<file path="config.mk">
export PLATFORM = sky130hd
export DESIGN_NAME = lcdt_frame_timing
export DESIGN_NICKNAME = d
export VERILOG_FILES = /design/src/lcdt_pkg.sv /design/src/lcdt_frame_timing.sv
export SDC_FILE = /design/constraint.sdc
export NUM_CORES = 1
export LEC_CHECK = 0
export ABC_AREA = 0
export BUFFER_PORTS_ARGS = -buffer_cell sky130_fd_sc_hd__buf_2
export CAP_MARGIN = 20
export CORE_ASPECT_RATIO = 2
export CORE_MARGIN = 2
export CORE_UTILIZATION = 35
export DETAILED_ROUTE_END_ITERATION = 10
export PLACE_DENSITY = 0.5
export SLEW_MARGIN = 20
export SYNTH_ARGS = -nofsm -noshare
export SYNTH_HDL_FRONTEND = slang
export SYNTH_SLANG_ARGS = --single-unit
</file>
<file path="constraint.sdc">
create_clock -name aclk -period 2.7 [get_ports aclk]
set_clock_uncertainty 0.1 [all_clocks]
set_input_delay 0.81 -clock aclk [delete_from_list [all_inputs] [get_ports aclk]]
set_output_delay 0.81 -clock aclk [all_outputs]
set_load 0.02 [all_outputs]
</file>
<file path="src/lcdt_pkg.sv">
// Package for the segment display timing block: register indices,
// field positions, reset values, timing counts and the control carrier.
// Assumes register byte address is four times the register index.
package lcdt_pkg;

  // Register indices (byte address = index * 4)
  localparam logic [9:0] LCDT_IDX_FLAG     = 10'h00C;
  localparam logic [9:0] LCDT_IDX_ENABLE   = 10'h08C;
  localparam logic [9:0] LCDT_IDX_SEGEN    = 10'h10D;
  localparam logic [9:0] LCDT_IDX_PRESCALE = 10'h10E;
  localparam logic [9:0] LCDT_IDX_CONTROL  = 10'h10F;
  localparam logic [9:0] LCDT_IDX_PIX_BASE = 10'h110;
  localparam int         LCDT_PIX_COUNT    = 16;

  // Field positions
  localparam int LCDT_BIT_FRAME_FLAG = 7;
  localparam int LCDT_BIT_DRIVE_EN   = 7;
  localparam int LCDT_BIT_SLEEP_STOP = 6;
  localparam int LCDT_BIT_WRITE_ERR  = 5;
  localparam int LCDT_BIT_BIAS_EN    = 4;
  localparam int LCDT_POS_CLK_SEL    = 2;
  localparam int LCDT_POS_COM_SEL    = 0;

  // Reset values
  localparam logic [7:0] LCDT_RST_CONTROL  = 8'h00;
  localparam logic [3:0] LCDT_RST_PRESCALE = 4'h0;
  localparam logic [7:0] LCDT_RST_SEGEN    = 8'hFF;

  // Timing counts: divider in system clock ticks, frame steps in prescaled ticks
  localparam logic [7:0] LCDT_SYS_DIV_LAST = 8'hFF;
  localparam logic [6:0] LCDT_FRAME_STEPS  = 7'h7F;
  localparam logic [6:0] LCDT_THIRD_STEPS  = 7'h5F;

  // Timing clock sources
  typedef enum logic [1:0] {
    LCDT_CLK_SYS_DIV = 2'b00,
    LCDT_CLK_TIMER1  = 2'b01,
    LCDT_CLK_RC_A    = 2'b10,
    LCDT_CLK_RC_B    = 2'b11
  } lcdt_clk_sel_t;

  // Multiplex modes
  typedef enum logic [1:0] {
    LCDT_MUX_STATIC  = 2'b00,
    LCDT_MUX_HALF    = 2'b01,
    LCDT_MUX_THIRD   = 2'b10,
    LCDT_MUX_QUARTER = 2'b11
  } lcdt_mux_t;

  // Display control register layout
  typedef struct packed {
    logic          drive_enable_bit;
    logic          sleep_stop_bit;
    logic          write_error;
    logic          bias_enable;
    lcdt_clk_sel_t timing_clock_select;
    lcdt_mux_t     common_count_select;
  } lcdt_ctrl_t;

endpackage

</file>
<file path="src/lcdt_frame_timing.sv">
// Segment display frame timing, pixel data store and pin function select,
// with an AXI4-Lite register slave.
// Assumes timer1 and RC clock inputs are synchronous levels to aclk.
//
// Functional notes
// - Four-bit frame prescale in low nibble; upper nibble reads zero.
// - Static, half, quarter: frame = clock / (128 * (prescale + 1)).
// - One-third mode: frame = clock / (96 * (prescale + 1)).
// - System clock source divided by fixed 256, no programmable divider.
// - Two-bit clock select in control bits 3..2 chooses the source.
// - 00 system/256, 01 timer1 input, 1x internal RC.
// - RC oscillator powered down unless selected and display enabled.
// - One to four commons chosen by control bits 1..0.
// - 00 static, 01 half, 10 one-third, 11 quarter common use.
// - Leading edge of common zero starts each frame.
// - Frame flag set in the same cycle the last common row is fetched.
// - Frame flag at flag register bit 7, enable at bit 7.
// - Each pixel bit drives one pixel; one dark, zero clear.
// - Unused pixel bits are plain read/write storage.
// - Control bit 7 enables panel drive.
// - Sleep with stop bit set halts and drives all lines low.
// - Sleep with stop bit clear keeps displaying on RC or timer1.
// - Pixel writes during sleep are refused.
// - Segment enable bit selects LCD or digital for its group.
// - Set enable overrides direction; cleared, direction bit rules.
// - Reset configures all enable-controlled pins as LCD drivers.
// - Common count select decides function of common 1..3 pins.
//
// The AXI4-Lite slave port was decided locally.
`timescale 1ns/1ps
`default_nettype none

module lcdt_frame_timing (
  input  wire logic        aclk,
  input  wire logic        aresetn,
  input  wire logic [11:0] s_axi_awaddr,
  input  wire logic        s_axi_awvalid,
  output logic             s_axi_awready,
  input  wire logic [31:0] s_axi_wdata,
  input  wire logic [3:0]  s_axi_wstrb,
  input  wire logic        s_axi_wvalid,
  output logic             s_axi_wready,
  output logic [1:0]       s_axi_bresp,
  output logic             s_axi_bvalid,
  input  wire logic        s_axi_bready,
  input  wire logic [11:0] s_axi_araddr,
  input  wire logic        s_axi_arvalid,
  output logic             s_axi_arready,
  output logic [31:0]      s_axi_rdata,
  output logic [1:0]       s_axi_rresp,
  output logic             s_axi_rvalid,
  input  wire logic        s_axi_rready,
  input  wire logic        cpu_sleep,
  input  wire logic        timer1_osc_enable,
  input  wire logic        timer1_clock_input,
  input  wire logic        rc_osc_clock,
  input  wire logic [7:0]  pin_direction_bits,
  output logic             rc_osc_enable,
  output logic [3:0]       common_drive,
  output logic [31:0]      segment_dark,
  output logic             frame_start,
  output logic             panel_drive_active,
  output logic [7:0]       segment_group_lcd,
  output logic [2:0]       common_pin_lcd,
  output logic [7:0]       digital_pin_drive,
  output logic             frame_irq
);

  localparam logic [1:0] RESP_OKAY   = 2'b00;
  localparam logic [1:0] RESP_SLVERR = 2'b10;

  lcdt_pkg::lcdt_ctrl_t ctrl;
  logic [3:0]  frame_prescale_value;
  logic [7:0]  segment_pin_enable_register;
  logic        frame_interrupt_flag;
  logic        frame_interrupt_enable;
  logic [7:0]  pix [lcdt_pkg::LCDT_PIX_COUNT];

  logic        aw_held;
  logic [9:0]  aw_idx;
  logic        w_held;
  logic [7:0]  w_byte;
  logic        w_lane0;
  logic        wr_fire;
  logic        wr_hit;
  logic        wr_pix;
  logic        wr_refused;
  logic [9:0]  ar_idx;
  logic [31:0] next_rdata;
  logic        rd_hit;

  logic [7:0]  sys_div;
  logic        t1_prev;
  logic        rc_prev;
  logic        src_tick;
  logic        run;
  logic        frozen;
  logic [3:0]  pre_cnt;
  logic        step_tick;
  logic [6:0]  step;
  logic [6:0]  frame_last;
  logic [6:0]  slot_mask;
  logic [6:0]  last_slot_start;
  logic [1:0]  slot;
  logic        fetch_done;

  // Write channel and read address handshakes
  assign s_axi_awready = !aw_held && !s_axi_bvalid;
  assign s_axi_wready  = !w_held && !s_axi_bvalid;
  assign wr_fire       = aw_held && w_held && !s_axi_bvalid;
  assign s_axi_arready = !s_axi_rvalid;

  // Write address and data capture, either order
  always_ff @(posedge aclk) begin
    if (!aresetn) begin
      aw_held <= 1'b0;
      aw_idx  <= 10'h000;
      w_held  <= 1'b0;
      w_byte  <= 8'h00;
      w_lane0 <= 1'b0;
    end else begin
      if (s_axi_awvalid && s_axi_awready) begin
        aw_held <= 1'b1;
        aw_idx  <= s_axi_awaddr[11:2];
      end else if (wr_fire) begin
        aw_held <= 1'b0;
      end
      if (s_axi_wvalid && s_axi_wready) begin
        w_held  <= 1'b1;
        w_byte  <= s_axi_wdata[7:0];
        w_lane0 <= s_axi_wstrb[0];
      end else if (wr_fire) begin
        w_held <= 1'b0;
      end
    end
  end

  // Write decode
  assign wr_pix = aw_idx >= lcdt_pkg::LCDT_IDX_PIX_BASE
               && aw_idx < lcdt_pkg::LCDT_IDX_PIX_BASE + 10'(lcdt_pkg::LCDT_PIX_COUNT);
  assign wr_hit = wr_pix || aw_idx == lcdt_pkg::LCDT_IDX_FLAG || aw_idx == lcdt_pkg::LCDT_IDX_ENABLE
               || aw_idx == lcdt_pkg::LCDT_IDX_SEGEN || aw_idx == lcdt_pkg::LCDT_IDX_PRESCALE
               || aw_idx == lcdt_pkg::LCDT_IDX_CONTROL;
  assign wr_refused = wr_fire && wr_pix && w_lane0 && cpu_sleep;

  // Write response
  always_ff @(posedge aclk) begin
    if (!aresetn) begin
      s_axi_bvalid <= 1'b0;
      s_axi_bresp  <= RESP_OKAY;
    end else if (wr_fire) begin
      s_axi_bvalid <= 1'b1;
      s_axi_bresp  <= wr_hit ? RESP_OKAY : RESP_SLVERR;
    end else if (s_axi_bready) begin
      s_axi_bvalid <= 1'b0;
    end
  end

  // Control register, write error set wins over clear
  always_ff @(posedge aclk) begin
    if (!aresetn) begin
      ctrl <= lcdt_pkg::LCDT_RST_CONTROL;
    end else begin
      if (wr_fire && w_lane0 && aw_idx == lcdt_pkg::LCDT_IDX_CONTROL) begin
        ctrl <= w_byte;
      end
      if (wr_refused) begin
        ctrl.write_error <= 1'b1;
      end
    end
  end

  // Prescale and segment enable registers
  always_ff @(posedge aclk) begin
    if (!aresetn) begin
      frame_prescale_value        <= lcdt_pkg::LCDT_RST_PRESCALE;
      segment_pin_enable_register <= lcdt_pkg::LCDT_RST_SEGEN;
    end else if (wr_fire && w_lane0) begin
      if (aw_idx == lcdt_pkg::LCDT_IDX_PRESCALE) begin
        frame_prescale_value <= w_byte[3:0];
      end
      if (aw_idx == lcdt_pkg::LCDT_IDX_SEGEN) begin
        segment_pin_enable_register <= w_byte;
      end
    end
  end

  // Frame flag and enable
  always_ff @(posedge aclk) begin
    if (!aresetn) begin
      frame_interrupt_flag   <= 1'b0;
      frame_interrupt_enable <= 1'b0;
    end else begin
      if (wr_fire && w_lane0 && aw_idx == lcdt_pkg::LCDT_IDX_FLAG) begin
        frame_interrupt_flag <= w_byte[lcdt_pkg::LCDT_BIT_FRAME_FLAG];
      end
      if (fetch_done) begin
        frame_interrupt_flag <= 1'b1;
      end
      if (wr_fire && w_lane0 && aw_idx == lcdt_pkg::LCDT_IDX_ENABLE) begin
        frame_interrupt_enable <= w_byte[lcdt_pkg::LCDT_BIT_FRAME_FLAG];
      end
    end
  end

  assign frame_irq = frame_interrupt_flag && frame_interrupt_enable;

  // Pixel data store, one generate entry per register
  genvar gi;
  generate
    for (gi = 0; gi < lcdt_pkg::LCDT_PIX_COUNT; gi++) begin : g_pix
      always_ff @(posedge aclk) begin
        if (!aresetn) begin
          pix[gi] <= 8'h00;
        end else if (wr_fire && w_lane0 && !cpu_sleep
                     && aw_idx == lcdt_pkg::LCDT_IDX_PIX_BASE + 10'(gi)) begin
          pix[gi] <= w_byte;
        end
      end
    end
  endgenerate

  // Read decode
  assign ar_idx = s_axi_araddr[11:2];
  always_comb begin
    next_rdata = 32'h0000_0000;
    rd_hit     = 1'b1;
    if (ar_idx >= lcdt_pkg::LCDT_IDX_PIX_BASE
        && ar_idx < lcdt_pkg::LCDT_IDX_PIX_BASE + 10'(lcdt_pkg::LCDT_PIX_COUNT)) begin
      next_rdata[7:0] = pix[4'(ar_idx - lcdt_pkg::LCDT_IDX_PIX_BASE)];
    end else if (ar_idx == lcdt_pkg::LCDT_IDX_CONTROL) begin
      next_rdata[7:0] = ctrl;
    end else if (ar_idx == lcdt_pkg::LCDT_IDX_PRESCALE) begin
      next_rdata[3:0] = frame_prescale_value;
    end else if (ar_idx == lcdt_pkg::LCDT_IDX_SEGEN) begin
      next_rdata[7:0] = segment_pin_enable_register;
    end else if (ar_idx == lcdt_pkg::LCDT_IDX_FLAG) begin
      next_rdata[lcdt_pkg::LCDT_BIT_FRAME_FLAG] = frame_interrupt_flag;
    end else if (ar_idx == lcdt_pkg::LCDT_IDX_ENABLE) begin
      next_rdata[lcdt_pkg::LCDT_BIT_FRAME_FLAG] = frame_interrupt_enable;
    end else begin
      rd_hit = 1'b0;
    end
  end

  // Read data channel
  always_ff @(posedge aclk) begin
    if (!aresetn) begin
      s_axi_rvalid <= 1'b0;
      s_axi_rdata  <= 32'h0000_0000;
      s_axi_rresp  <= RESP_OKAY;
    end else if (s_axi_arvalid && s_axi_arready) begin
      s_axi_rvalid <= 1'b1;
      s_axi_rdata  <= next_rdata;
      s_axi_rresp  <= rd_hit ? RESP_OKAY : RESP_SLVERR;
    end else if (s_axi_rready) begin
      s_axi_rvalid <= 1'b0;
    end
  end

  // stop in sleep; system clock stops in sleep too
  assign frozen = cpu_sleep && (ctrl.sleep_stop_bit
               || ctrl.timing_clock_select == lcdt_pkg::LCDT_CLK_SYS_DIV);
  assign run = ctrl.drive_enable_bit && !frozen;
  assign rc_osc_enable = ctrl.drive_enable_bit && ctrl.timing_clock_select[1];

  always_ff @(posedge aclk) begin
    if (!aresetn) begin
      sys_div <= 8'h00;
    end else begin
      sys_div <= sys_div + 8'h01;
    end
  end

  // Edge history of slow clock inputs
  always_ff @(posedge aclk) begin
    if (!aresetn) begin
      t1_prev <= 1'b0;
      rc_prev <= 1'b0;
    end else begin
      t1_prev <= timer1_clock_input;
      rc_prev <= rc_osc_clock && rc_osc_enable;
    end
  end

  always_comb begin
    unique case (ctrl.timing_clock_select)
      lcdt_pkg::LCDT_CLK_SYS_DIV: src_tick = sys_div == lcdt_pkg::LCDT_SYS_DIV_LAST;
      lcdt_pkg::LCDT_CLK_TIMER1:  src_tick = timer1_osc_enable && timer1_clock_input && !t1_prev;
      lcdt_pkg::LCDT_CLK_RC_A,
      lcdt_pkg::LCDT_CLK_RC_B:    src_tick = rc_osc_enable && rc_osc_clock && !rc_prev;
    endcase
  end

  // Frame length and slot size per mode
  always_comb begin
    frame_last = lcdt_pkg::LCDT_FRAME_STEPS;
    unique case (ctrl.common_count_select)
      lcdt_pkg::LCDT_MUX_STATIC: begin
        slot_mask = 7'h7F;
        slot      = 2'd0;
      end
      lcdt_pkg::LCDT_MUX_HALF: begin
        slot_mask = 7'h3F;
        slot      = {1'b0, step[6]};
      end
      lcdt_pkg::LCDT_MUX_THIRD: begin
        frame_last = lcdt_pkg::LCDT_THIRD_STEPS;
        slot_mask  = 7'h1F;
        slot       = step[6:5];
      end
      lcdt_pkg::LCDT_MUX_QUARTER: begin
        slot_mask = 7'h1F;
        slot      = step[6:5];
      end
    endcase
    last_slot_start = frame_last & ~slot_mask;
  end

  assign step_tick = run && src_tick && pre_cnt == frame_prescale_value;

  // Prescale and step counters; hold while frozen
  always_ff @(posedge aclk) begin
    if (!aresetn || !ctrl.drive_enable_bit) begin
      pre_cnt <= 4'h0;
      step    <= 7'h00;
    end else if (run && src_tick) begin
      pre_cnt <= step_tick ? 4'h0 : pre_cnt + 4'h1;
      if (step_tick) begin
        step <= step == frame_last ? 7'h00 : step + 7'h01;
      end
    end
  end

  assign fetch_done = step_tick && step == last_slot_start;

  // Common phases and latched segment row
  always_ff @(posedge aclk) begin
    if (!aresetn || !run) begin
      common_drive <= 4'h0;
      segment_dark <= 32'h0000_0000;
      frame_start  <= 1'b0;
    end else begin
      // frame begins at common 0 rise
      frame_start <= step_tick && step == 7'h00;
      if (step_tick && (step & slot_mask) == 7'h00) begin
        common_drive <= 4'h1 << slot;
        segment_dark <= {pix[{slot, 2'd3}], pix[{slot, 2'd2}], pix[{slot, 2'd1}], pix[{slot, 2'd0}]};
      end
    end
  end

  // Panel drive status
  always_ff @(posedge aclk) begin
    if (!aresetn) begin
      panel_drive_active <= 1'b0;
    end else begin
      panel_drive_active <= run;
    end
  end

  assign segment_group_lcd = segment_pin_enable_register;
  assign common_pin_lcd = {ctrl.common_count_select == lcdt_pkg::LCDT_MUX_QUARTER,
                           ctrl.common_count_select[1],
                           ctrl.common_count_select != lcdt_pkg::LCDT_MUX_STATIC};
  assign digital_pin_drive = ~segment_pin_enable_register & ~pin_direction_bits;

endmodule

`default_nettype wire

</file>
# Word-level counts from Yosys, hierarchy flattened
# Memories as Yosys holds them, arrays and structs flattened. A register that Yosys moved wholly into a read port is not among the register bits.
# Cells that the tools add are included.
# W data, S select, Z words.
dict set report totals {
  ff_bits 84
  latchBits 0
  ramBits 128
  mem_bits_ro 0
  inputBits 79
  out_inout_bits 100
  word_cells 275
  memories 1
}
# memory depth word_bits rd rd_ports_with_merged_regs wr line_no
set memory_table {}
lappend memory_table {pix 16 8 5 4 16 lcdt_frame_timing.sv:77} ;# logic [7:0] pix [lcdt_pkg::LCDT_PIX_COUNT];
dict set report op_classes {
  addsub 4
  multipliers 0
  div 0
  n_lt_le_gt_ge 4
  n_eq_ne 36
  shifts 1
  muxes 98
  n_bitwise 22
  n_reduce_logical 81
}
# cell count
set ops {}
lappend ops {{$eq A10 B9 Y1 const B} 22}
lappend ops {{$mux W8} 18}
lappend ops {{$mux W1} 68}
lappend ops {{$logic_and A1 B1 Y1} 46}
lappend ops {{$pmux W7 S3} 1}
lappend ops {{$eq A10 B4 Y1 const B} 2}
lappend ops {{$eq A10 B8 Y1 const B} 2}
lappend ops {{$ge A10 B9 Y1 const B} 2}
lappend ops {{$lt A10 B9 Y1 const B} 2}
lappend ops {{$not A8 Y8} 2}
lappend ops {{$or A1 B1 Y1} 16}
lappend ops {{$and A7 B7 Y7} 2}
lappend ops {{$eq A7 B7 Y1} 2}
lappend ops {{$logic_not A7 Y1} 2}
lappend ops {{$mux W7} 2}
lappend ops {{$reduce_bool A2 Y1} 7}
lappend ops {{$mux W4} 3}
lappend ops {{$mux W6} 2}
lappend ops {{$logic_not A1 Y1} 11}
lappend ops {{$add A8 B1 Y8 const B} 1}
lappend ops {{$and A8 B8 Y8} 1}
lappend ops {{$eq A2 B2 Y1 const B} 4}
lappend ops {{$eq A8 B8 Y1 const B} 1}
lappend ops {{$logic_or A1 B1 Y1} 8}
lappend ops {{13 further kinds} 19}

# Depth between registers and ports, before layout
# Gate-level depths: netlist of the first run.
dict set report depth {
  word_depth 9
  ltp_mapped 8
  depth_no_buf 7
}

# Worst setup path before layout of the first run
# No wires, ideal clock.
dict set report synth_timing {
  path_kind {input port to flip-flop}
  from {in s_axi_araddr[2]}
  to {reg s_axi_rdata[4]}
  setup_time_ps 128
  arrival_ps 2216
  required_ps 2472
  path_slack_ps 257
  path_stages 7
  path_buffers 2
  path_cell_list {buf_2 buf_2 mux4_2 a22oi_1 a31oi_1 o22ai_1 nor2_1}
}
dict set report synth_between {
  elab_chain_len 5
  elab_cells_between_ends 12
  classes_between {add/sub: 1; order compare: 2; eq/ne: 3; mux: 4; reduce/logical: 1; memory: 1}
}
# element line_no
set synth_lines {}
lappend synth_lines {{start, declared} lcdt_frame_timing.sv:46} ;# input wire logic [11:0] s_axi_araddr,
lappend synth_lines {{branches (longest 4 deep; another with $mem_v2 Z16 W8)} n/a}
lappend synth_lines {{$mux W8 *} lcdt_frame_timing.sv:228} ;# if (ar_idx >= lcdt_pkg::LCDT_IDX_PIX_BASE
lappend synth_lines {{end signal, assigned} lcdt_frame_timing.sv:254} ;# s_axi_rdata <= next_rdata;
lappend synth_lines {{end, declared} lcdt_frame_timing.sv:49} ;# output logic [31:0] s_axi_rdata,
# Mark *: on every way between the ends.
# A chain may end at the register's enable or synchronous reset.

# Worst setup path after layout of the first run
dict set report layout_timing {
  from {reg step[0]}
  to {reg segment_dark[29], read port of pix}
}
dict set report layout_between {
  elab_chain_len 3
}
# element line_no
set layout_lines {}
lappend layout_lines {{start, declared} lcdt_frame_timing.sv:100} ;# logic [6:0] step;
lappend layout_lines {{start signal, assigned} lcdt_frame_timing.sv:330} ;# step <= step == frame_last ? 7'h00 : step + 7'h01;
lappend layout_lines {{$and A7 B7 Y7} lcdt_frame_timing.sv:346} ;# if (step_tick && (step & slot_mask) == 7'h00) begin
lappend layout_lines {{$logic_not A7 Y1} lcdt_frame_timing.sv:346}
lappend layout_lines {{$logic_and A1 B1 Y1} lcdt_frame_timing.sv:346}
lappend layout_lines {{end, declared} lcdt_frame_timing.sv:60} ;# output logic [31:0] segment_dark,
# Every way passes these cells.

==> results.txt, run 1 <==
DR pass1 iterations -> 8
Die area -> 35800 um2
Vias per cell -> 5.36
Worst-case clock buffer depth -> 3
Worst EP arrival -> 2790 ps
Post-synthesis cell area -> 12000 um2
# clock sinks -> 242
Die height -> 266 um
CP max stage cell -> nor3b_1
MaxCap Viol Count -> 0
Share of cells above drive strength 1 -> 25.7%
Top_reg_cell synth -> edfxtp_1
First-pass GRT wire length -> 57400 um
Synth area leader -> edfxtp_1
Post-route DRC -> 0
Leading post-synthesis cells by cell area -> edfxtp_1 (32%), dfxtp_1 (19%), and2_1 (7.4%), mux4_2 (5.3%), nand2_1 (4.5%)
Drt first-iter violations -> 698
R2r endpoint -> segment_dark[29]
HPWL after detailed placement -> 28100 um
RePlAce Congestion -> 0.856
Clk_lat worst skew -> 530 ps
Met1 Wirelength -> 14200 um
Routed length on met3 -> 1680 um
Syn Area/Cell -> 10.9 um2
Crit path largest cell delay -> 430 ps
Design Power -> 7.90 mW
Fmax -> 415 MHz
Layout overhead on the synthesized area -> 17.8%
DRT Wirelength -> 38100 um
Number of global-route vias before repair -> 9202
Synth unique cells -> 70
Placeable Area -> 33600 um2
WHS Endpoint -> common_drive[3]
R2R depth -> 9
Io pins -> 179
FP Rows -> 95
Hold Crit Depth -> 2
Peak supply drop -> 410 uV
Tcrit/Tclk final -> 89.3%
Final setup margin -> 288 ps
Post-layout net count -> 1332
Mapped Cells -> 1099
Worst-path fanout max -> 45
Root Driver -> clkbuf_16
WS Path Type -> flop to flop
Status -> finished clean
Met2 wire length -> 20600 um
Max-slew violation count -> 0
DR vias -> 9118
Antenna viol nets, final -> 0
Synth Warn # -> 0
Worst flop-to-flop path startpoint -> step[0]
Worst slack at placement -> -68.7 ps
Hold-fix buffers at CTS -> 0
All-Layer GR Usage -> 21.3%
H-tree Lvls -> 1
Hold Startpoint -> common_drive[3]
CTS Buf Count -> 24
Leak pwr -> 5.35 nW
Multi-input gate area -> 5380 um2
Gr ovfl total -> 0
Diodes inserted -> 0
Minimum clock period -> 2410 ps
# resized after CTS -> 0
Wire per inst -> 22.4 um
Port Buf Inserts -> 121
Flop2flop setup slack -> 290 ps
Yosys reg bits -> 242
CTS tree -> built
Top sig layer -> met4
Post-CTS setup buffers -> 0
Initial antenna violation count -> 1
Sequential cell area -> 6130 um2
Final setup viols -> 0
Worst Setup End Kind -> flop
Synth top area share -> 32.1%
Critical path launch point type -> flop
Layout fillers -> 3316
Ys async rst share -> 0%
Clock-pin slew on the worst setup and hold paths -> 60 ps
CP Data Required Time -> 3070 ps
Largest net degree at the start of global routing -> 51
CP Cell Sequence -> inv_1 > ha_1 > nor4b_1 > nor3b_1 > o2111ai_4 > buf_12 > buf_4 > a211oi_2 > a31o_1
Die W -> 135 um
Power Dens Cells -> 559 nW/um2
HP Class -> flop to flop
Measured slew at the worst slew-check pin -> 1100 ps
Number of flops mapped to enable cells by yosys -> 128
Endpoints failing hold -> 0
RSZ-0062 raised after global routing -> no
Slew margin rel. -> 25.9%
Starting Density -> 35.6%
Register area share after synthesis -> 51.1%
worst max-delay path: cells and delay by family (launching register included):
| kind | cells | cell delay (ps) |
|---|---|---|
| adder cells (fa/ha/maj) | 1 | 140 |
| AO/OA/AOI/OAI | 3 | 480 |
| flip-flops | 1 | 340 |
| buffers and inverters | 3 | 510 |
| AND/OR/NAND/NOR | 2 | 740 |
cells by family after synthesis:
family	after synthesis	synth area share, %
buffers and inverters	114	4.78
other	1	0.0313
XOR/XNOR	11	0.804
multiplexers	47	6.91
adder cells (fa/ha/maj)	5	0.522
flip-flops	242	51.1
AND/OR/NAND/NOR	454	20.7
AO/OA/AOI/OAI	225	15.1
where the power goes:
part           leakage, nW  switching [mW]  internal [mW]  total (mW)
clock network        0.366            1.45           1.79        3.24
logic                 2.74           0.341          0.223       0.564
registers             2.24           0.128           3.97        4.10
sequential cells by signal, indices dropped and copies added, names as in the netlist, 4 cells and up:
| register | cells |
|---|---|
| pix | 128 |
| common_drive | 4 |
| s_axi_rdata | 8 |
| w_byte | 8 |
| aw_idx | 10 |
| sys_div | 8 |
| step | 7 |
| frame_prescale_value | 4 |
| segment_dark | 32 |
| ctrl | 7 |
| pre_cnt | 4 |
| segment_group_lcd | 8 |
through the flow:
step                      hold slack [ps]  area (um2)  utilization [%]  cells  setup TNS (ps)
final                                 353       14100             42.0   1702               0
after global routing                  374       14100             42.0   1702               0
after CTS                             359       14100             42.0   1702               0
after detailed placement              350       13400             39.8   1658           -69.8
after global placement                345       13400             39.8   1658            -105
after floorplan                       332       12100                -   1124               0
cell usage after synthesis (12+ instances only):
cell and n:
nand2_1 143, and2_1 142, edfxtp_1 128, dfxtp_1 114, clkbuf_1 52, a21oi_1 44
nor2_1 36, nand3_1 34, a222oi_1 32, a31o_1 32, o21ai_0 31, a211oi_2 30
buf_4 28, mux4_2 28, nor2b_1 18, buf_2 14, mux2i_1 13, inv_1 12
cell usage in the layout, fill, tap and decap left out, types with 5 or more instances in the layout:
| master | n |
|---|---|
| nor2b_1 | 18 |
| inv_1 | 12 |
| buf_12 | 7 |
| a31oi_1 | 7 |
| nor3_2 | 6 |
| nand3_1 | 34 |
| edfxtp_1 | 128 |
| mux2_2 | 6 |
| or3_1 | 8 |
| nand2_1 | 142 |
| clkinv_2 | 5 |
| conb_1 | 26 |
| a21oi_1 | 44 |
| nor3_1 | 8 |
| dfxtp_1 | 114 |
| clkbuf_1 | 9 |
| and3_1 | 9 |
| a222oi_1 | 32 |
| clkbuf_16 | 25 |
| buf_4 | 72 |
| buf_2 | 121 |
| o21ai_0 | 31 |
| ha_1 | 5 |
| nor2_1 | 36 |
| xnor2_1 | 5 |
| xor2_1 | 6 |
| and2_1 | 142 |
| mux2i_1 | 13 |
| nand4_1 | 5 |
| o21ai_1 | 5 |
| nand2b_1 | 6 |
| a22oi_1 | 5 |
| a31o_1 | 32 |
| nor4_1 | 6 |
| a211oi_2 | 30 |
| mux4_2 | 28 |
routing by layer:
layer | track usage [%] | vias to the layer above
li1 | - | 4300
met1 | 23.6 | 4440
met2 | 40.5 | 305
met3 | 2.36 | 73
met4 | 8.90 | 0
met5 | 0 | -
how the worst max path moves through the flow:
stage / from / end / slack, ps / depth (start not counted)
final: step[0] / segment_dark[29] / 290 / 9
after global routing: sys_div[0] / segment_dark[22] / 150 / 8
after CTS: ctrl[3] / rc_osc_enable / 290 / 2
after detailed placement: s_axi_araddr[4] / s_axi_rdata[2] / -70 / 6
after global placement: s_axi_araddr[4] / s_axi_rdata[2] / -100 / 6
after floorplan: s_axi_araddr[2] / s_axi_rdata[4] / 260 / 7
layout make-up:
| class | instances | share of cell area, % |
|---|---|---|
| clock buffer | 38 | 5.00 |
| clock inverter | 6 | 0.204 |
| inverter | 12 | 0.319 |
| multi-input combinational | 768 | 38.1 |
| sequential | 242 | 43.4 |
| tap | 436 | 3.86 |
| timing repair buffer | 200 | 9.11 |
(Power assumes the default switching activity.)
==> inputs of run 2 (changes only) <==
--- a/config.mk
+++ b/config.mk
@@ -12,7 +12,7 @@
 export CORE_MARGIN = 2
 export CORE_UTILIZATION = 35
 export DETAILED_ROUTE_END_ITERATION = 10
-export PLACE_DENSITY = 0.5
+export PLACE_DENSITY = 0.52
 export SLEW_MARGIN = 20
 export SYNTH_ARGS = -nofsm -noshare
 export SYNTH_HDL_FRONTEND = slang
==> constraint.sdc (replaced) <==
create_clock -name aclk -period 2.2 [get_ports aclk]
set_clock_uncertainty 0.1 [all_clocks]
set_input_delay 0.66 -clock aclk [delete_from_list [all_inputs] [get_ports aclk]]
set_output_delay 0.66 -clock aclk [all_outputs]
set_load 0.02 [all_outputs]
==> results.txt, run 2 (same netlist as run 1, synthesis figures left out) <==
Status -> finished clean (unchanged)
Post-route DRC -> 0 (unchanged)
H-tree Lvls -> 1 (unchanged)
Gr ovfl total -> 0 (unchanged)
CTS tree -> built (unchanged)
Layout overhead on the synthesized area -> 24.2% (was 17.8%)
DRT Wirelength -> 38000 um (was 38100 um)
R2R depth -> 6 (was 9)
Biggest register -> pix (unchanged)
Power Dens Cells -> 664 nW/um2 (was 559 nW/um2)
Wire per inst -> 21.5 um (was 22.4 um)
HPWL after detailed placement -> 28700 um (was 28100 um)
Fmax -> 469 MHz
Tcrit/Tclk final -> 96.9%
Biggest regs -> pix: 128 flops, segment_dark: 32 flops, aw_idx: 10 flops (unchanged)
Die area -> 35800 um2 (unchanged)
Met2 wire length -> 20300 um (was 20600 um)
Commonest non-fill, non-tap cell in the layout -> and2_1
Measured slew at the worst slew-check pin -> 694 ps (was 1100 ps)
Hold-fix buffers at CTS -> 0 (unchanged)
First-pass GRT wire length -> 57400 um (about the same)
Number of global-route vias before repair -> 9485 (was 9202)
Root Driver -> clkbuf_16 (unchanged)
Vias per cell -> 5.32 (was 5.36)
Met1 Wirelength -> 13500 um (was 14200 um)
Top sig layer -> met4 (unchanged)
Starting Density -> 35.6% (unchanged)
Share of cells above drive strength 1 -> 30.7% (was 25.7%)
# clock sinks -> 242 (unchanged)
Worst-case clock buffer depth -> 3 (unchanged)
Clk_lat worst skew -> 540 ps (was 530 ps)
Flop2flop setup slack -> 80 ps (was 290 ps)
RSZ-0062 raised after global routing -> yes (was no)
Io pins -> 179 (unchanged)
Worst EP arrival -> 1370 ps (was 2790 ps)
Drt first-iter violations -> 596 (was 698)
Die W -> 135 um (unchanged)
Final setup viols -> 0 (unchanged)
Fin cells -> 1770 (was 1702)
Critical path launch point type -> flop (unchanged)
Max-slew violation count -> 0 (unchanged)
Slew margin rel. -> 53.6% (was 25.9%)
Most frequent cells in the layout -> and2_1 (141), nand2_1 (140), buf_4 (129) (was and2_1 (142), nand2_1 (142), edfxtp_1 (128))
Hold Crit Depth -> 2 (unchanged)
CP Data Required Time -> 1440 ps (was 3070 ps)
Clock-pin slew on the worst setup and hold paths -> 70 ps (was 60 ps)
Placed cells -> 1723 (was 1658)
R2r endpoint -> pix[10][5] (was segment_dark[29])
Final setup margin -> 68.6 ps (was 288 ps)
Leak pwr -> 5.76 nW (was 5.35 nW)
Diodes inserted -> 0 (unchanged)
MaxCap Viol Count -> 0 (unchanged)
DR pass1 iterations -> 6 (was 8)
Minimum clock period -> 2130 ps
Port Buf Inserts -> 121 (unchanged)
Routed length on met3 -> 2010 um (was 1680 um)
Initial antenna violation count -> 0 (was 1)
Post-layout net count -> 1400 (was 1332)
RePlAce Congestion -> 0.897 (was 0.856)
WHS Endpoint -> t1_prev (was common_drive[3])
Die height -> 266 um (unchanged)
CTS Buf Count -> 24 (unchanged)
FP Rows -> 95 (unchanged)
All-Layer GR Usage -> 21.3% (about the same)
Hold Startpoint -> timer1_clock_input (was common_drive[3])
Largest register FFs -> 128 (unchanged)
Worst flop-to-flop path startpoint -> aw_idx[7] (was step[0])
Endpoints failing hold -> 0 (unchanged)
DR vias -> 9411 (was 9118)
Worst Setup End Kind -> output port (was flop)
WS Path Type -> flop to output port (was flop to flop)
Antenna viol nets, final -> 0 (unchanged)
Placeable Area -> 33600 um2 (unchanged)
Worst slack at placement -> -267 ps (was -68.7 ps)
Peak supply drop -> 473 uV (was 410 uV)
Worst-path fanout max -> 3 (was 45)
HP Class -> primary input to flop (was flop to flop)
Largest net degree at the start of global routing -> 42 (was 51)
==> run 2: cell count changes in the layout (fill, tap and decap cells not counted), moves of 3 or more <==
cell | previous run | this run
buf_12 | 7 | 18
buf_4 | 72 | 129
clkbuf_1 | 9 | 4
clkbuf_8 | 3 | 0
clkinv_1 | 1 | 6
nor2_1 | 36 | 29
nor2_2 | 0 | 6
o21ai_0 | 31 | 20
o21ai_1 | 5 | 15
==> run 2: report_power, final <==
| part | switching, mW | internal [mW] |
|---|---|---|
| Combinational | 0.488 | 0.330 |
| Sequential | 0.107 | 4.87 |
| Clock | 1.79 | 2.31 |
| Total | 2.38 | 7.51 |
==> run 2: through the flow <==
| step | hold slack [ps] | setup TNS (ps) | instance area, um2 | util, % | total power, mW |
|---|---|---|---|---|---|
| 2_1_floorplan | 332 | -6350 | 12100 | - | 5.51 |
| 3_3_place_gp | 342 | -4280 | 14000 | 41.7 | 5.88 |
| 3_5_place_dp | 346 | -4810 | 14000 | 41.7 | 5.89 |
| 6_report | 245 | 0 | 14900 | 44.3 | 9.89 |
| 4_1_cts | 233 | 0 | 14800 | 44.0 | 9.99 |
| 5_1_grt | 244 | -386 | 14900 | 44.3 | 10.2 |
==> run 2: layer usage <==
layer  GRT usage (%)  vias up
li1                -     4447
met1            23.4     4507
met2            39.4      376
met3            2.36       81
met4            11.4        0
met5               0        -
==> run 2: timing repair <==
item                                    in CTS  in global routing
buffers inserted                             0                  3
gates cloned                                 0                  0
gates resized for setup                      7                 17
endpoints found under the setup margin      40                 93
hold endpoints to repair                     0                  0
pin swaps                                    0                  3
==> run 2: cell type report <==
class                           instances  area (um2)
Multi-Input combinational cell        768        5460
Sequential cell                       242        6130
Clock buffer                           29         641
Inverter                               12        45.0
Fill cell                            3272       18800
Tap cell                              436         546
Timing Repair Buffer                  268        1940
Clock inverter                         15         126
==> run 2: worst max-delay path: stages, from the launching register on <==
cell     delay (ps)
dfxtp_1         330
or2_2           330
buf_2           170
==> run 2: worst max path at each step <==
| stage | from | end | slack (ps) |
|---|---|---|---|
| 4_1_cts | common_pin_lcd[1] | common_pin_lcd[2] | 8 |
| 6_report | common_pin_lcd[1] | common_pin_lcd[0] | 70 |
| 3_5_place_dp | s_axi_araddr[5] | s_axi_rdata[2] | -270 |
| 5_1_grt | aw_idx[7] | pix[10][5] | -30 |
| 2_1_floorplan | aw_idx[7] | pix[3][0] | -150 |
| 3_3_place_gp | s_axi_araddr[5] | s_axi_rdata[2] | -250 |
==> inputs of run 3 (changes only) <==
--- a/config.mk
+++ b/config.mk
@@ -12,7 +12,8 @@
 export CORE_MARGIN = 2
 export CORE_UTILIZATION = 35
 export DETAILED_ROUTE_END_ITERATION = 10
-export PLACE_DENSITY = 0.52
+export PLACE_DENSITY = 0.5
+export RECOVER_POWER = 50
 export SLEW_MARGIN = 20
 export SYNTH_ARGS = -nofsm -noshare
 export SYNTH_HDL_FRONTEND = slang
==> constraint.sdc (replaced) <==
create_clock -name aclk -period 2.5 [get_ports aclk]
set_clock_uncertainty 0.1 [all_clocks]
set_input_delay 0.75 -clock aclk [delete_from_list [all_inputs] [get_ports aclk]]
set_output_delay 0.75 -clock aclk [all_outputs]
set_load 0.02 [all_outputs]
==> results.txt, run 3 (same netlist as run 1, synthesis figures left out) <==
Critical path launch point type -> primary input (was flop)
Drt first-iter violations -> 726 (was 596)
Worst-path fanout max -> 8 (was 3)
Tcrit/Tclk final -> 95.8%
Starting Density -> 35.6% (unchanged)
Worst Setup SP -> s_axi_araddr[4] (was common_pin_lcd[1])
Measured slew at the worst slew-check pin -> 1130 ps (was 694 ps)
All-Layer GR Usage -> 21.9% (was 21.3%)
Antenna viol nets, final -> 0 (unchanged)
Gr ovfl total -> 0 (unchanged)
Flop2flop setup slack -> 130 ps (was 80 ps)
FP Rows -> 95 (unchanged)
Share of cells above drive strength 1 -> 19.7% (was 30.7%)
Die area -> 35800 um2 (unchanged)
CTS tree -> built (unchanged)
RSZ-0062 raised after global routing -> no (was yes)
Status -> finished clean (unchanged)
Fin cells -> 1716 (was 1770)
WS Path Type -> primary input to flop (was flop to output port)
Placeable Area -> 33600 um2 (unchanged)
Root Driver -> clkbuf_16 (unchanged)
Clk_lat worst skew -> 530 ps (was 540 ps)
Power Dens Cells -> 615 nW/um2 (was 664 nW/um2)
Peak supply drop -> 475 uV (was 473 uV)
Worst EP arrival -> 2750 ps (was 1370 ps)
RePlAce Congestion -> 0.860 (was 0.897)
Most Used Layer, Global Route -> met2 (unchanged)
Final setup margin -> 104 ps (was 68.6 ps)
HPWL after detailed placement -> 28200 um (was 28700 um)
Most frequent cells in the layout -> nand2_1 (142), edfxtp_1 (128), dfxtp_1 (114) (was and2_1 (141), nand2_1 (140), buf_4 (129))
Worst flop-to-flop path startpoint -> aw_idx[5] (was aw_idx[7])
DR vias -> 9164 (was 9411)
Worst-case clock buffer depth -> 3 (unchanged)
DR pass1 iterations -> 5 (was 6)
M2 GR Usage -> 40.7% (was 39.4%)
Endpoints failing hold -> 0 (unchanged)
Port Buf Inserts -> 121 (unchanged)
# clock sinks -> 242 (unchanged)
Initial antenna violation count -> 2 (was 0)
R2r endpoint -> pix[7][6] (was pix[10][5])
Post-route cell area -> 14100 um2 (was 14900 um2)
Fin Hold WS -> 338 ps (was 245 ps)
# resized after CTS -> 1 (was 7)
Io pins -> 179 (unchanged)
Worst Setup End Kind -> flop (was output port)
HP Class -> primary input to flop (unchanged)
Largest net degree at the start of global routing -> 42 (unchanged)
Leak pwr -> 5.06 nW (was 5.76 nW)
Biggest regs -> pix: 128 flops, segment_dark: 32 flops, aw_idx: 10 flops (unchanged)
H-tree Lvls -> 1 (unchanged)
Final setup viols -> 0 (unchanged)
CP Data Required Time -> 2860 ps (was 1440 ps)
Hold-fix buffers at CTS -> 0 (unchanged)
GR Util met3 -> 2.63% (was 2.36%)
Post-layout net count -> 1345 (was 1400)
Met1 usage -> 24.0% (was 23.4%)
Die W -> 135 um (unchanged)
Max-slew violation count -> 0 (unchanged)
R2R depth -> 6 (unchanged)
Layout overhead on the synthesized area -> 18.0% (was 24.2%)
Die height -> 266 um (unchanged)
Placed cells -> 1671 (was 1723)
Worst slack at placement -> -189 ps (was -267 ps)
Commonest non-fill, non-tap cell in the layout -> nand2_1 (was and2_1)
DRT Wirelength -> 38900 um (was 38000 um)
First-pass GRT wire length -> 58600 um (was 57400 um)
Biggest register -> pix (unchanged)
Wire per inst -> 22.7 um (was 21.5 um)
Vias per cell -> 5.34 (was 5.32)
Clock-pin slew on the worst setup and hold paths -> 60 ps (was 70 ps)
Worst Setup EP -> s_axi_rdata[2] (was common_pin_lcd[0])
Number of global-route vias before repair -> 9437 (was 9485)
Largest register FFs -> 128 (unchanged)
Minimum clock period -> 2400 ps
Post-CTS setup buffers -> 0 (unchanged)
Fmax -> 417 MHz
MaxCap Viol Count -> 0 (unchanged)
Post-route DRC -> 0 (unchanged)
CTS Buf Count -> 24 (unchanged)
Slew margin rel. -> 23.9% (was 53.6%)
DP Area -> 13500 um2 (was 14000 um2)
## run 3: worst min path at each step
stage | to | cells past startpoint | start | slack [ps]
6_report | t1_prev | 2 | timer1_clock_input | 340
5_1_grt | t1_prev | 2 | timer1_clock_input | 350
4_1_cts | t1_prev | 2 | timer1_clock_input | 330
3_5_place_dp | w_byte[1] | 2 | w_byte[1] | 350
3_3_place_gp | w_byte[1] | 2 | w_byte[1] | 340
2_1_floorplan | ctrl[4] | 2 | ctrl[4] | 330
## run 3: metrics by stage
step | power [mW] | setup TNS [ps] | util (%)
after floorplan | 4.85 | 0 | -
after global placement | 5.12 | -249 | 40.2
after detailed placement | 5.13 | -319 | 40.2
after CTS | 8.79 | 0 | 42.5
after global routing | 8.97 | 0 | 42.0
final | 8.70 | 0 | 42.0
## run 3: power breakdown
part | total (mW) | switching (mW) | internal (mW)
registers | 4.41 | 0.123 | 4.28
logic | 0.630 | 0.391 | 0.239
clock network | 3.66 | 1.59 | 2.07
total | 8.70 | 2.10 | 6.60
## run 3: area by class of cell
type	instances	area, um2
fill	3301	19500
sequential	242	6130
multi-input combinational	768	5360
timing repair buffer	213	1270
clock buffer	32	662
tap	436	546
clock inverter	12	119
inverter	12	45.0
antenna	1	2.50
## run 3: routing by layer
metal	up-vias	part of all wire, %
met5	-	0.033
met4	2	5.2
met3	80	4.8
met2	317	54
met1	4440	36
li1	4325	-
## run 3: worst max-delay path, stage by stage
cell	delay (ps)
clkbuf_1	300
mux2i_1	130
and3_1	190
nor4_1	950
a31oi_1	220
a31oi_1	220
